--- src/inc/cpr_pkg.sv ---
`default_nettype none
package cpr_pkg;
  // ----------------------------------------------------------------
  // condition flags register layout
  // ----------------------------------------------------------------
  localparam int CC_C = 0;
  localparam int CC_Z = 1;
  localparam int CC_N = 2;
  localparam int CC_I0 = 3;
  localparam int CC_H = 4;
  localparam int CC_I1 = 5;
  localparam int CC_FIX_LO = 6;
  localparam int CC_FIX_HI = 7;
  // undefined reset bits are taken as zero
  localparam logic [7:0] CC_RESET = 8'he8;
  localparam logic [7:0] CC_FIXED_ONES = 8'hc0;
  // ----------------------------------------------------------------
  // software priority codes {priority_bit_high, priority_bit_low}
  // ----------------------------------------------------------------
  localparam logic [1:0] PRI_LEVEL0 = 2'h2;
  localparam logic [1:0] PRI_LEVEL1 = 2'h1;
  localparam logic [1:0] PRI_LEVEL2 = 2'h0;
  localparam logic [1:0] PRI_LEVEL3 = 2'h3;
  // ----------------------------------------------------------------
  // stack
  // ----------------------------------------------------------------
  localparam logic [15:0] SP_RESET = 16'h01ff;
  localparam logic [7:0] SP_PAGE = 8'h01;
  localparam logic [7:0] SP_LOW_RESET = 8'hff;
  localparam int CALL_DEPTH = 2;
  localparam int CTX_DEPTH = 5;
  // ----------------------------------------------------------------
  // operation kinds and branch conditions
  // ----------------------------------------------------------------
  typedef enum logic [5:0] {
    FK_NONE = 6'h01,
    FK_ADD = 6'h02,
    FK_SUB = 6'h04,
    FK_LOGIC = 6'h08,
    FK_SHIFT = 6'h10,
    FK_BTJ = 6'h20
  } cpr_fkind_t;
  typedef enum logic [7:0] {
    BR_HALF_SET = 8'h01,
    BR_HALF_CLR = 8'h02,
    BR_NEG = 8'h04,
    BR_POS = 8'h08,
    BR_ZERO = 8'h10,
    BR_NONZERO = 8'h20,
    BR_CARRY_SET = 8'h40,
    BR_CARRY_CLR = 8'h80
  } cpr_branch_t;
endpackage
`default_nettype wire

--- src/inc/cpr_flag_if.sv ---
`timescale 1ns/1ps
`default_nettype none
interface cpr_flag_if;
  cpr_pkg::cpr_fkind_t kind;
  logic [7:0] opa;
  logic [7:0] opb;
  logic cin;
  logic [7:0] res;
  logic half;
  logic neg;
  logic zero;
  logic carry;
  logic upd_h;
  logic upd_nz;
  logic upd_c;
  modport core (output kind, opa, opb, cin,
                input res, half, neg, zero, carry, upd_h, upd_nz, upd_c);
  modport calc (input kind, opa, opb, cin,
                output res, half, neg, zero, carry, upd_h, upd_nz, upd_c);
endinterface
`default_nettype wire

--- src/core/cpr_flag_calc.sv ---
`timescale 1ns/1ps
`default_nettype none
module cpr_flag_calc (
  cpr_flag_if.calc fl
);
  // ----------------------------------------------------------------
  // result and flag arithmetic
  // ----------------------------------------------------------------
  wire logic [8:0] sum9;
  wire logic [8:0] dif9;
  wire logic [4:0] nib5;
  wire logic is_add;
  wire logic is_sub;
  wire logic is_pass;
  assign is_add = (fl.kind == cpr_pkg::FK_ADD);
  assign is_sub = (fl.kind == cpr_pkg::FK_SUB);
  assign is_pass = (fl.kind == cpr_pkg::FK_LOGIC)
                 || (fl.kind == cpr_pkg::FK_SHIFT);
  assign sum9 = {1'b0, fl.opa} + {1'b0, fl.opb} + {8'h00, fl.cin};
  assign dif9 = {1'b0, fl.opa} - {1'b0, fl.opb} - {8'h00, fl.cin};
  // RL9 carry out of bit 3
  assign nib5 = {1'b0, fl.opa[3:0]} + {1'b0, fl.opb[3:0]}
              + {4'h0, fl.cin};
  assign fl.res = is_add ? sum9[7:0] : (is_sub ? dif9[7:0] : fl.opb);
  assign fl.half = nib5[4];
  // RL10 sign copy
  assign fl.neg = fl.res[7];
  // RL11 zero detect
  assign fl.zero = (fl.res == 8'h00);
  // RL12 overflow or borrow; shifts and bit tests pass carry in cin
  assign fl.carry = is_add ? sum9[8] : (is_sub ? dif9[8] : fl.cin);
  assign fl.upd_h = is_add;
  assign fl.upd_nz = is_add || is_sub || is_pass;
  assign fl.upd_c = is_add || is_sub || (fl.kind == cpr_pkg::FK_SHIFT)
                  || (fl.kind == cpr_pkg::FK_BTJ);
endmodule // cpr_flag_calc
`default_nettype wire

--- src/core/cpr_stack_ptr.sv ---
`timescale 1ns/1ps
`default_nettype none
module cpr_stack_ptr (
  input wire logic mclk,
  input wire logic sys_rst,
  input wire logic clk_en,
  input wire logic push,
  input wire logic pop,
  input wire logic reset_op,
  input wire logic load,
  input wire logic [7:0] load_val,
  output logic [15:0] sp,
  output logic [15:0] addr
);
  logic [7:0] sp_low;
  wire logic [7:0] next_sp_low;
  // ----------------------------------------------------------------
  // low byte only; the page is fixed, so over/underflow wraps silently
  // ----------------------------------------------------------------
  // RL18 fixed page, post-dec, pre-inc
  assign next_sp_low = reset_op ? cpr_pkg::SP_LOW_RESET
                     : load ? load_val
                     : push ? sp_low - 8'h01
                     : pop ? sp_low + 8'h01
                     : sp_low;
  assign sp = {cpr_pkg::SP_PAGE, sp_low};
  assign addr = {cpr_pkg::SP_PAGE, pop ? sp_low + 8'h01 : sp_low};
  always_ff @(posedge mclk or posedge sys_rst)
  begin
    if (sys_rst)
      sp_low <= cpr_pkg::SP_LOW_RESET;
    else if (clk_en)
      sp_low <= next_sp_low;
  end
endmodule // cpr_stack_ptr
`default_nettype wire

--- src/core/cpr_regs.sv ---
`timescale 1ns/1ps
`default_nettype none
// What this block does
// RL1 - 8-bit accumulator holds operands and results.
// RL2 - two 8-bit index registers for addressing or temporary data.
// RL3 - prefix steers next instruction's index operand to second index.
// RL4 - second index register untouched by interrupt entry and return.
// RL5 - 16-bit program counter built from separate low and high bytes.
// RL6 - core registers reached only through dedicated ports, not memory.
// RL7 - 8-bit flags register, priority field plus four flags, resets 111x1xxx.
// RL8 - whole flags register pushable and poppable; each flag testable.
// RL9 - half carry set on carry from bit 3 during add.
// RL10 - negative flag copies result bit 7.
// RL11 - zero flag set when result is zero.
// RL12 - carry flag set on overflow or borrow of arithmetic.
// RL13 - set and reset carry ops force carry; shifts, bit tests update it.
// RL14 - relative branches test each flag set or clear.
// RL15 - priority bits 5,3 encode levels 0 to 3; 11 disables interrupts.
// RL16 - interrupt entry loads priority bits from priority registers.
// RL17 - enable, disable, return, halt, wait, pop also change priority bits.
// RL18 - 16-bit stack pointer resets 01FF; post-decrement, pre-increment.
// RL19 - call uses two stack bytes, interrupt context five, low PC first.
// RL20 - flags bits 7 and 6 read one, writes ignored.
module cpr_regs (
  input wire logic mclk,
  input wire logic sys_rst,
  input wire logic clk_en,
  input wire logic instr_done,
  input wire logic prefix_op,
  input wire logic acc_we,
  input wire logic [7:0] acc_wdata,
  input wire logic idx_we,
  input wire logic [7:0] idx_wdata,
  input wire logic pc_low_we,
  input wire logic pc_high_we,
  input wire logic [7:0] pc_byte,
  input wire logic pc_inc,
  input wire logic flag_upd,
  input wire cpr_pkg::cpr_fkind_t flag_kind,
  input wire logic [7:0] alu_a,
  input wire logic [7:0] alu_b,
  input wire logic alu_cin,
  input wire logic set_carry_op,
  input wire logic reset_carry_op,
  input wire logic cc_pop,
  input wire logic [7:0] cc_wdata,
  input wire logic irq_entry,
  input wire logic [1:0] irq_pri_bits,
  input wire logic interrupt_enable_op,
  input wire logic interrupt_disable_op,
  input wire logic halt_op,
  input wire logic wait_interrupt_op,
  input wire cpr_pkg::cpr_branch_t branch_cond,
  input wire logic sp_push,
  input wire logic sp_pop,
  input wire logic sp_reset_op,
  input wire logic sp_load,
  input wire logic [7:0] sp_wdata,
  output logic [7:0] accumulator,
  output logic [7:0] idx_rdata,
  output logic idx_second_sel,
  output logic [15:0] program_counter_reg,
  output logic [7:0] condition_flags_register,
  output logic [1:0] priority_level,
  output logic irq_disabled,
  output logic [7:0] alu_result,
  output logic branch_taken,
  output logic [15:0] stack_pointer_reg,
  output logic [15:0] stack_addr
);
  // ----------------------------------------------------------------
  // storage
  // ----------------------------------------------------------------
  logic [7:0] acc;
  logic [7:0] idx_first;
  logic [7:0] idx_second;
  logic [7:0] program_counter_low;
  logic [7:0] program_counter_high;
  logic [7:0] cc;
  logic prefix_pend;
  logic [7:0] res_q;
  cpr_flag_if fl ();
  // ----------------------------------------------------------------
  // flag calculation and stack pointer
  // ----------------------------------------------------------------
  assign fl.kind = flag_upd ? flag_kind : cpr_pkg::FK_NONE;
  assign fl.opa = alu_a;
  assign fl.opb = alu_b;
  assign fl.cin = alu_cin;
  cpr_flag_calc u_calc (
    .fl(fl)
  );
  // RL19 sequencer issues two or five pushes, low PC byte first
  cpr_stack_ptr u_sp (
    .mclk(mclk),
    .sys_rst(sys_rst),
    .clk_en(clk_en),
    .push(sp_push),
    .pop(sp_pop),
    .reset_op(sp_reset_op),
    .load(sp_load),
    .load_val(sp_wdata),
    .sp(stack_pointer_reg),
    .addr(stack_addr)
  );
  // ----------------------------------------------------------------
  // index selection
  // ----------------------------------------------------------------
  // RL3 prefix holds until the next instruction completes
  wire logic use_second;
  wire logic next_prefix;
  assign use_second = prefix_pend;
  assign next_prefix = prefix_op ? 1'b1 : (instr_done ? 1'b0 : prefix_pend);
  wire logic wr_first;
  wire logic wr_second;
  // RL4 only an explicit index write reaches the second register
  assign wr_first = idx_we && !use_second;
  assign wr_second = idx_we && use_second;
  // ----------------------------------------------------------------
  // program counter
  // ----------------------------------------------------------------
  // RL5 byte halves load separately, increment carries across
  wire logic [15:0] pc_plus;
  wire logic [7:0] next_pc_low;
  wire logic [7:0] next_pc_high;
  assign pc_plus = {program_counter_high, program_counter_low} + 16'h0001;
  assign next_pc_low = pc_low_we ? pc_byte
                     : (pc_inc ? pc_plus[7:0] : program_counter_low);
  assign next_pc_high = pc_high_we ? pc_byte
                      : (pc_inc ? pc_plus[15:8] : program_counter_high);
  // ----------------------------------------------------------------
  // condition flags next value
  // ----------------------------------------------------------------
  wire logic [7:0] cc_arith;
  wire logic next_c;
  wire logic [1:0] op_pri;
  wire logic op_pri_hit;
  wire logic [1:0] next_pri;
  wire logic [7:0] next_cc;
  // RL13 forced carry wins over computed carry
  assign next_c = set_carry_op ? 1'b1
                : reset_carry_op ? 1'b0
                : fl.upd_c ? fl.carry : cc[cpr_pkg::CC_C];
  assign cc_arith = {cc[7:5],
                     fl.upd_h ? fl.half : cc[cpr_pkg::CC_H],
                     cc[cpr_pkg::CC_I0],
                     fl.upd_nz ? fl.neg : cc[cpr_pkg::CC_N],
                     fl.upd_nz ? fl.zero : cc[cpr_pkg::CC_Z],
                     next_c};
  // RL17 enable, halt and wait drop to main level; disable masks all
  assign op_pri_hit = interrupt_enable_op || interrupt_disable_op
                    || halt_op || wait_interrupt_op;
  assign op_pri = interrupt_disable_op ? cpr_pkg::PRI_LEVEL3
                                       : cpr_pkg::PRI_LEVEL0;
  // RL16 entry takes the serviced source's priority bits
  assign next_pri = irq_entry ? irq_pri_bits
                  : op_pri_hit ? op_pri
                  : {cc[cpr_pkg::CC_I1], cc[cpr_pkg::CC_I0]};
  // RL8 pop (also used by return) restores the whole register
  // RL20 top two bits forced to one
  assign next_cc = cc_pop ? (cc_wdata | cpr_pkg::CC_FIXED_ONES)
                 : {cc_arith[7:6], next_pri[1], cc_arith[4],
                    next_pri[0], cc_arith[2:0]};
  // ----------------------------------------------------------------
  // branch evaluation
  // ----------------------------------------------------------------
  // RL14 each flag tested set or clear
  wire logic [7:0] cond_vec;
  assign cond_vec = {!cc[cpr_pkg::CC_C], cc[cpr_pkg::CC_C],
                     !cc[cpr_pkg::CC_Z], cc[cpr_pkg::CC_Z],
                     !cc[cpr_pkg::CC_N], cc[cpr_pkg::CC_N],
                     !cc[cpr_pkg::CC_H], cc[cpr_pkg::CC_H]};
  assign branch_taken = |(cond_vec & branch_cond);
  // ----------------------------------------------------------------
  // registers
  // ----------------------------------------------------------------
  always_ff @(posedge mclk or posedge sys_rst)
  begin
    if (sys_rst)
    begin
      acc <= 8'h00;
      idx_first <= 8'h00;
      idx_second <= 8'h00;
      prefix_pend <= 1'b0;
    end
    else if (clk_en)
    begin
      // RL1 accumulator load
      if (acc_we)
        acc <= acc_wdata;
      // RL2 index loads
      if (wr_first)
        idx_first <= idx_wdata;
      if (wr_second)
        idx_second <= idx_wdata;
      prefix_pend <= next_prefix;
    end
  end
  always_ff @(posedge mclk or posedge sys_rst)
  begin
    if (sys_rst)
    begin
      program_counter_low <= 8'h00;
      program_counter_high <= 8'h00;
      res_q <= 8'h00;
    end
    else if (clk_en)
    begin
      program_counter_low <= next_pc_low;
      program_counter_high <= next_pc_high;
      if (flag_upd)
        res_q <= fl.res;
    end
  end
  // RL7 reset pattern 111x1xxx
  always_ff @(posedge mclk or posedge sys_rst)
  begin
    if (sys_rst)
      cc <= cpr_pkg::CC_RESET;
    else if (clk_en)
      cc <= next_cc;
  end
  // ----------------------------------------------------------------
  // outputs; no memory address decode exists for any of these
  // ----------------------------------------------------------------
  // RL6 dedicated ports only
  assign accumulator = acc;
  assign idx_rdata = use_second ? idx_second : idx_first;
  assign idx_second_sel = use_second;
  assign program_counter_reg = {program_counter_high, program_counter_low};
  assign condition_flags_register = cc;
  // RL15 level decode from bits 5 and 3
  assign priority_level = {cc[cpr_pkg::CC_I1], cc[cpr_pkg::CC_I0]};
  assign irq_disabled = (priority_level == cpr_pkg::PRI_LEVEL3);
  assign alu_result = res_q;
endmodule // cpr_regs
`default_nettype wire

--- config.mk ---
export PLATFORM = sky130hd
export DESIGN_NAME = cpr_regs
export DESIGN_NICKNAME = d
export VERILOG_FILES = /design/src/inc/cpr_pkg.sv /design/src/inc/cpr_flag_if.sv /design/src/core/cpr_flag_calc.sv /design/src/core/cpr_stack_ptr.sv /design/src/core/cpr_regs.sv
export SDC_FILE = /design/constraint.sdc
export NUM_CORES = 1
export LEC_CHECK = 0
export ABC_AREA = 1
export BUFFER_PORTS_ARGS = -buffer_cell sky130_fd_sc_hd__buf_4
export CAP_MARGIN = 10
export CORE_MARGIN = 2
export CORE_UTILIZATION = 55
export CTS_CLUSTER_DIAMETER = 120
export CTS_CLUSTER_SIZE = 28
export DETAILED_ROUTE_END_ITERATION = 12
export PLACE_DENSITY = 0.87
export SLEW_MARGIN = 20
export SYNTH_ARGS = -nofsm -noshare
export SYNTH_HDL_FRONTEND = slang
export SYNTH_HIERARCHICAL = 1
export SYNTH_SLANG_ARGS = --single-unit
--- constraint.sdc ---
create_clock -name mclk -period 3.5 [get_ports mclk]
set_input_delay 0.525 -clock mclk [delete_from_list [all_inputs] [get_ports mclk]]
set_output_delay 0.525 -clock mclk [all_outputs]
set_load 0.02 [all_outputs]
==> impl_results.md <==
* Number of iterations in the first detailed-routing pass at 5
* Routed wire length at 13800 µm
* Initial antenna violation count at 0
* Setup repair bufs after CTS at 0
* Max VDD drop at 0.314 mV
* Worst clock skew at 0.0118 ns
* Sequential area share after synthesis at 30.2%
* Clock latency on the worst-skew pair at 0.35 ns
* Initial Util at 56.9%
* Final critical delay including setup and external delays at 2.45 ns
* Category of the most critical setup path: in2reg
* Final setup vio count at 0
* Unrepaired setup endpoints after global routing: no
* Number of vias per cell at 5.11
* Post-Route Setup TNS at 0 ns
* Iteration-0 DRC count of the detailed router at 280
* Overall overflow remaining after global route at 0
* Die Y at 102 µm
* Final worst hold slack at 0.231 ns
* Number of vias after detailed routing at 5295
* Share of final-layout standard cells stronger than drive strength 1 at 28.5%
* Most numerous cell on the critical path: nand2_2
* Final-report hold violation count at 0
* Max-slew violation total from the final report at 0
* Max-capacitance violation count at 0
* Clock slew at reported path FFs at 0.08 ns
* Final period util at 70.0%
* Register area at 1590 µm²
* Maximum number of pins on one net before global-route repair at 31
* Total number of nets in the final design at 1027
* Wire length of the first global-routing pass at 22000 µm
* GRT Util Overall at 27.0%
* Post-synthesis instance area at 5260 µm²
* Category of the worst setup path capture point: flip-flop
* Die W at 102 µm
* Power density normalized to cell area at 401 nW/µm²
* Instance count of the mapped netlist at 750
* Critical path's largest stage delay at 0.44 ns
* Number of inserted diodes at 0
* Hold buffer count at CTS at 0
* Flop and latch count out of synthesis at 63
* Cells along the critical path: buf_4 > inv_1 > fa_1 > fa_1 > inv_1 > nand2_2 > nand2_2 > nand2_2 > nand2_2 > nand2_1 > nand3_1 > nand3b_1 > nand3_1 > nand2_1 > nor2_1 > inv_1 > o21ai_0 > o211ai_1 > o21ai_0
* Footprint of the multi-input gates at 2970 µm²
* Clock tree from TritonCTS: built
* Number of different library cells in the post-synthesis netlist at 48
* Sequential share of power at 36.9%
* Clock sink count at 63
* Post-route antenna net violation count at 0
* Fill count at 801
* Number of warnings issued by yosys at 6
* Worst hold path class: in2async
* Number of core rows at 35
* Cell internal pwr at 0.00163 W
* Static leakage power at 3.63 nW
* Combinational share of power at 39.5%
* Sw frac at 38.7%
* Number of global-route vias before repair at 4655
* Residual DRC at 0
* CTS H-tree depth at 3
* Outcome: finished clean
* Max-slew headroom at the worst pin at 59.6%
* Number of CTS-inserted buffers at 9
* Arr. time, crit path at 2.71 ns
* Number of buffers on the longest clock path at 2
* Die area at 10400 µm²
* DPL Wire Length at 11000 µm
* Placer congestion estimate at 0.970
* Core region area at 9240 µm²
* Clk network pwr share at 23.6%
* Slew @ Worst Pin at 0.606 ns
* Area growth from synthesis to final layout at 26.0%
* Top-level I/O count at 181
* Achievable Freq at 408 MHz
* Cell at the slowest stage of the critical path: fa_1
* Switching power of the nets at 0.00103 W
* Count of input and output buffers at 160
* Wire length per cell after detailed routing at 13.3 µm
* Number of gates given a new drive strength after cts at 0
* Data required time at the worst endpoint at 3.76 ns
* Syn Area/Cell at 7.01 µm²
* Launching element type of the critical path: primary input
* Buffer type at the clock tree root: clkbuf_8
* Largest fanout on the critical path at 3
## placed cells by master (no fill, tap or decap), types with 8 or more instances in the layout
cell / instances
a21oi_1: 38
buf_4: 161
clkbuf_8: 9
conb_1: 18
dfrtp_1: 53
dfstp_2: 10
ha_1: 24
inv_1: 124
mux2_2: 24
nand2_1: 174
nand2_2: 12
nand3_1: 53
nand3_2: 9
nor2_1: 70
nor2_2: 8
o21ai_0: 40
o21ai_1: 15
## layer usage
layer	GRT usage [%]	vias to the layer above	routed length (µm)
met5	0	-	0
met4	6.55	0	212
met3	5.73	20	944
met2	44.5	215	6530
met1	36.4	2405	6090
li1	-	2655	-
## synthesized netlist by cell type, drive strengths merged
library cell,instances,area share [%]
nand2,186,14
inv,132,9.5
nor2,82,6.8
nand3,63,7.1
o21ai,57,5.7
dfrtp,53,25
a21oi,40,4.0
buf,33,4.8
ha,24,5.7
mux2,24,5.1
dfstp,10,5.0
nand4,7,0.95
nand3b,5,0.79
a31oi,4,0.48
fa,4,1.5
conb,3,0.21
mux2i,3,0.57
a22oi,2,0.29
nor3,2,0.19
o211ai,2,0.29
o22ai,2,0.24
xor2,2,0.33
a211oi,1,0.14
a21o,1,0.14
a22o,1,0.17
a32oi,1,0.17
and2,1,0.12
clkbuf,1,0.071
o2111ai,1,0.17
o21bai,1,0.14
o31ai,1,0.14
xnor2,1,0.17
## sequential cells by signal, indices dropped and copies added, names as in the netlist
signal,cells
program_counter_high,8
u_sp/sp_low,8
idx_first,8
program_counter_low,8
idx_second_sel,1
idx_second,8
alu_result,8
condition_flags_register,6
accumulator,8
## worst max-delay path, delay by kind of cell
family	cells	cell delay, ns
adders and majority gates	2	0.88
and+or+nand+nor	10	0.72
AOI/OAI and AO/OA	3	0.31
buffers and inverters	4	0.26
## logic make-up (layout without fill, tap and decap cells)
family | after synthesis | count (layout) | share of synthesized area [%]
AOI/OAI and AO/OA | 114 | 114 | 12.0
xor gates and xnor gates | 3 | 3 | 0.500
buffers and inverters | 166 | 309 | 14.3
and+or+nand+nor | 346 | 346 | 29.8
muxes | 27 | 27 | 5.71
DFF | 63 | 63 | 30.2
adders and majority gates | 28 | 28 | 7.23
other | 3 | 18 | 0.214
## power by group through the flow
| stage | sequential [W] | clock (W) | combinational [W] |
|---|---|---|---|
| floorplan | 0.00106 | 0 | 0.000583 |
| global placement | 0.000986 | 0 | 0.00102 |
| detailed placement | 0.000992 | 0 | 0.00105 |
| CTS | 0.000980 | 0.000641 | 0.00105 |
| global route | 0.00100 | 0.000679 | 0.00116 |
| finish | 0.000982 | 0.000628 | 0.00105 |
## cell type report
type | count | area share [%]
clock inverter | 7 | 1.10
sequential | 63 | 24.0
timing repair buffer | 161 | 18.2
multi-input combinational | 536 | 44.9
tap | 129 | 2.44
clock buffer | 9 | 1.87
inverter | 132 | 7.52
## per-stage QoR
step	setup slack [ns]	instance area, µm²	utilization (%)	std cells	power [W]
finish	1.05	6630	71.7	1037	0.00266
global route	0.860	6630	71.7	1037	0.00284
CTS	1.05	6630	71.7	1037	0.00267
detailed placement	0.718	6430	69.6	1021	0.00204
global placement	0.742	6430	69.6	1021	0.00201
floorplan	0.964	5310	-	765	0.00164
## final timing paths
kind                            slack, ns            from                           to  cells after the start
worst max-delay path                 1.05        alu_b[0]  condition_flags_register[0]                     19
worst min-delay path                 0.23         sys_rst       program_counter_low[2]                      2
worst max register to register       1.93  u_sp/sp_low[0]               u_sp/sp_low[4]                      7
worst min register to register       0.48   idx_second[3]                idx_second[3]                      2
max in group asynchronous            2.44         sys_rst  condition_flags_register[3]                      3
min in group mclk                    0.40       prefix_op               idx_second_sel                      2
No activity file was read; power rests on OpenSTA's default activity.
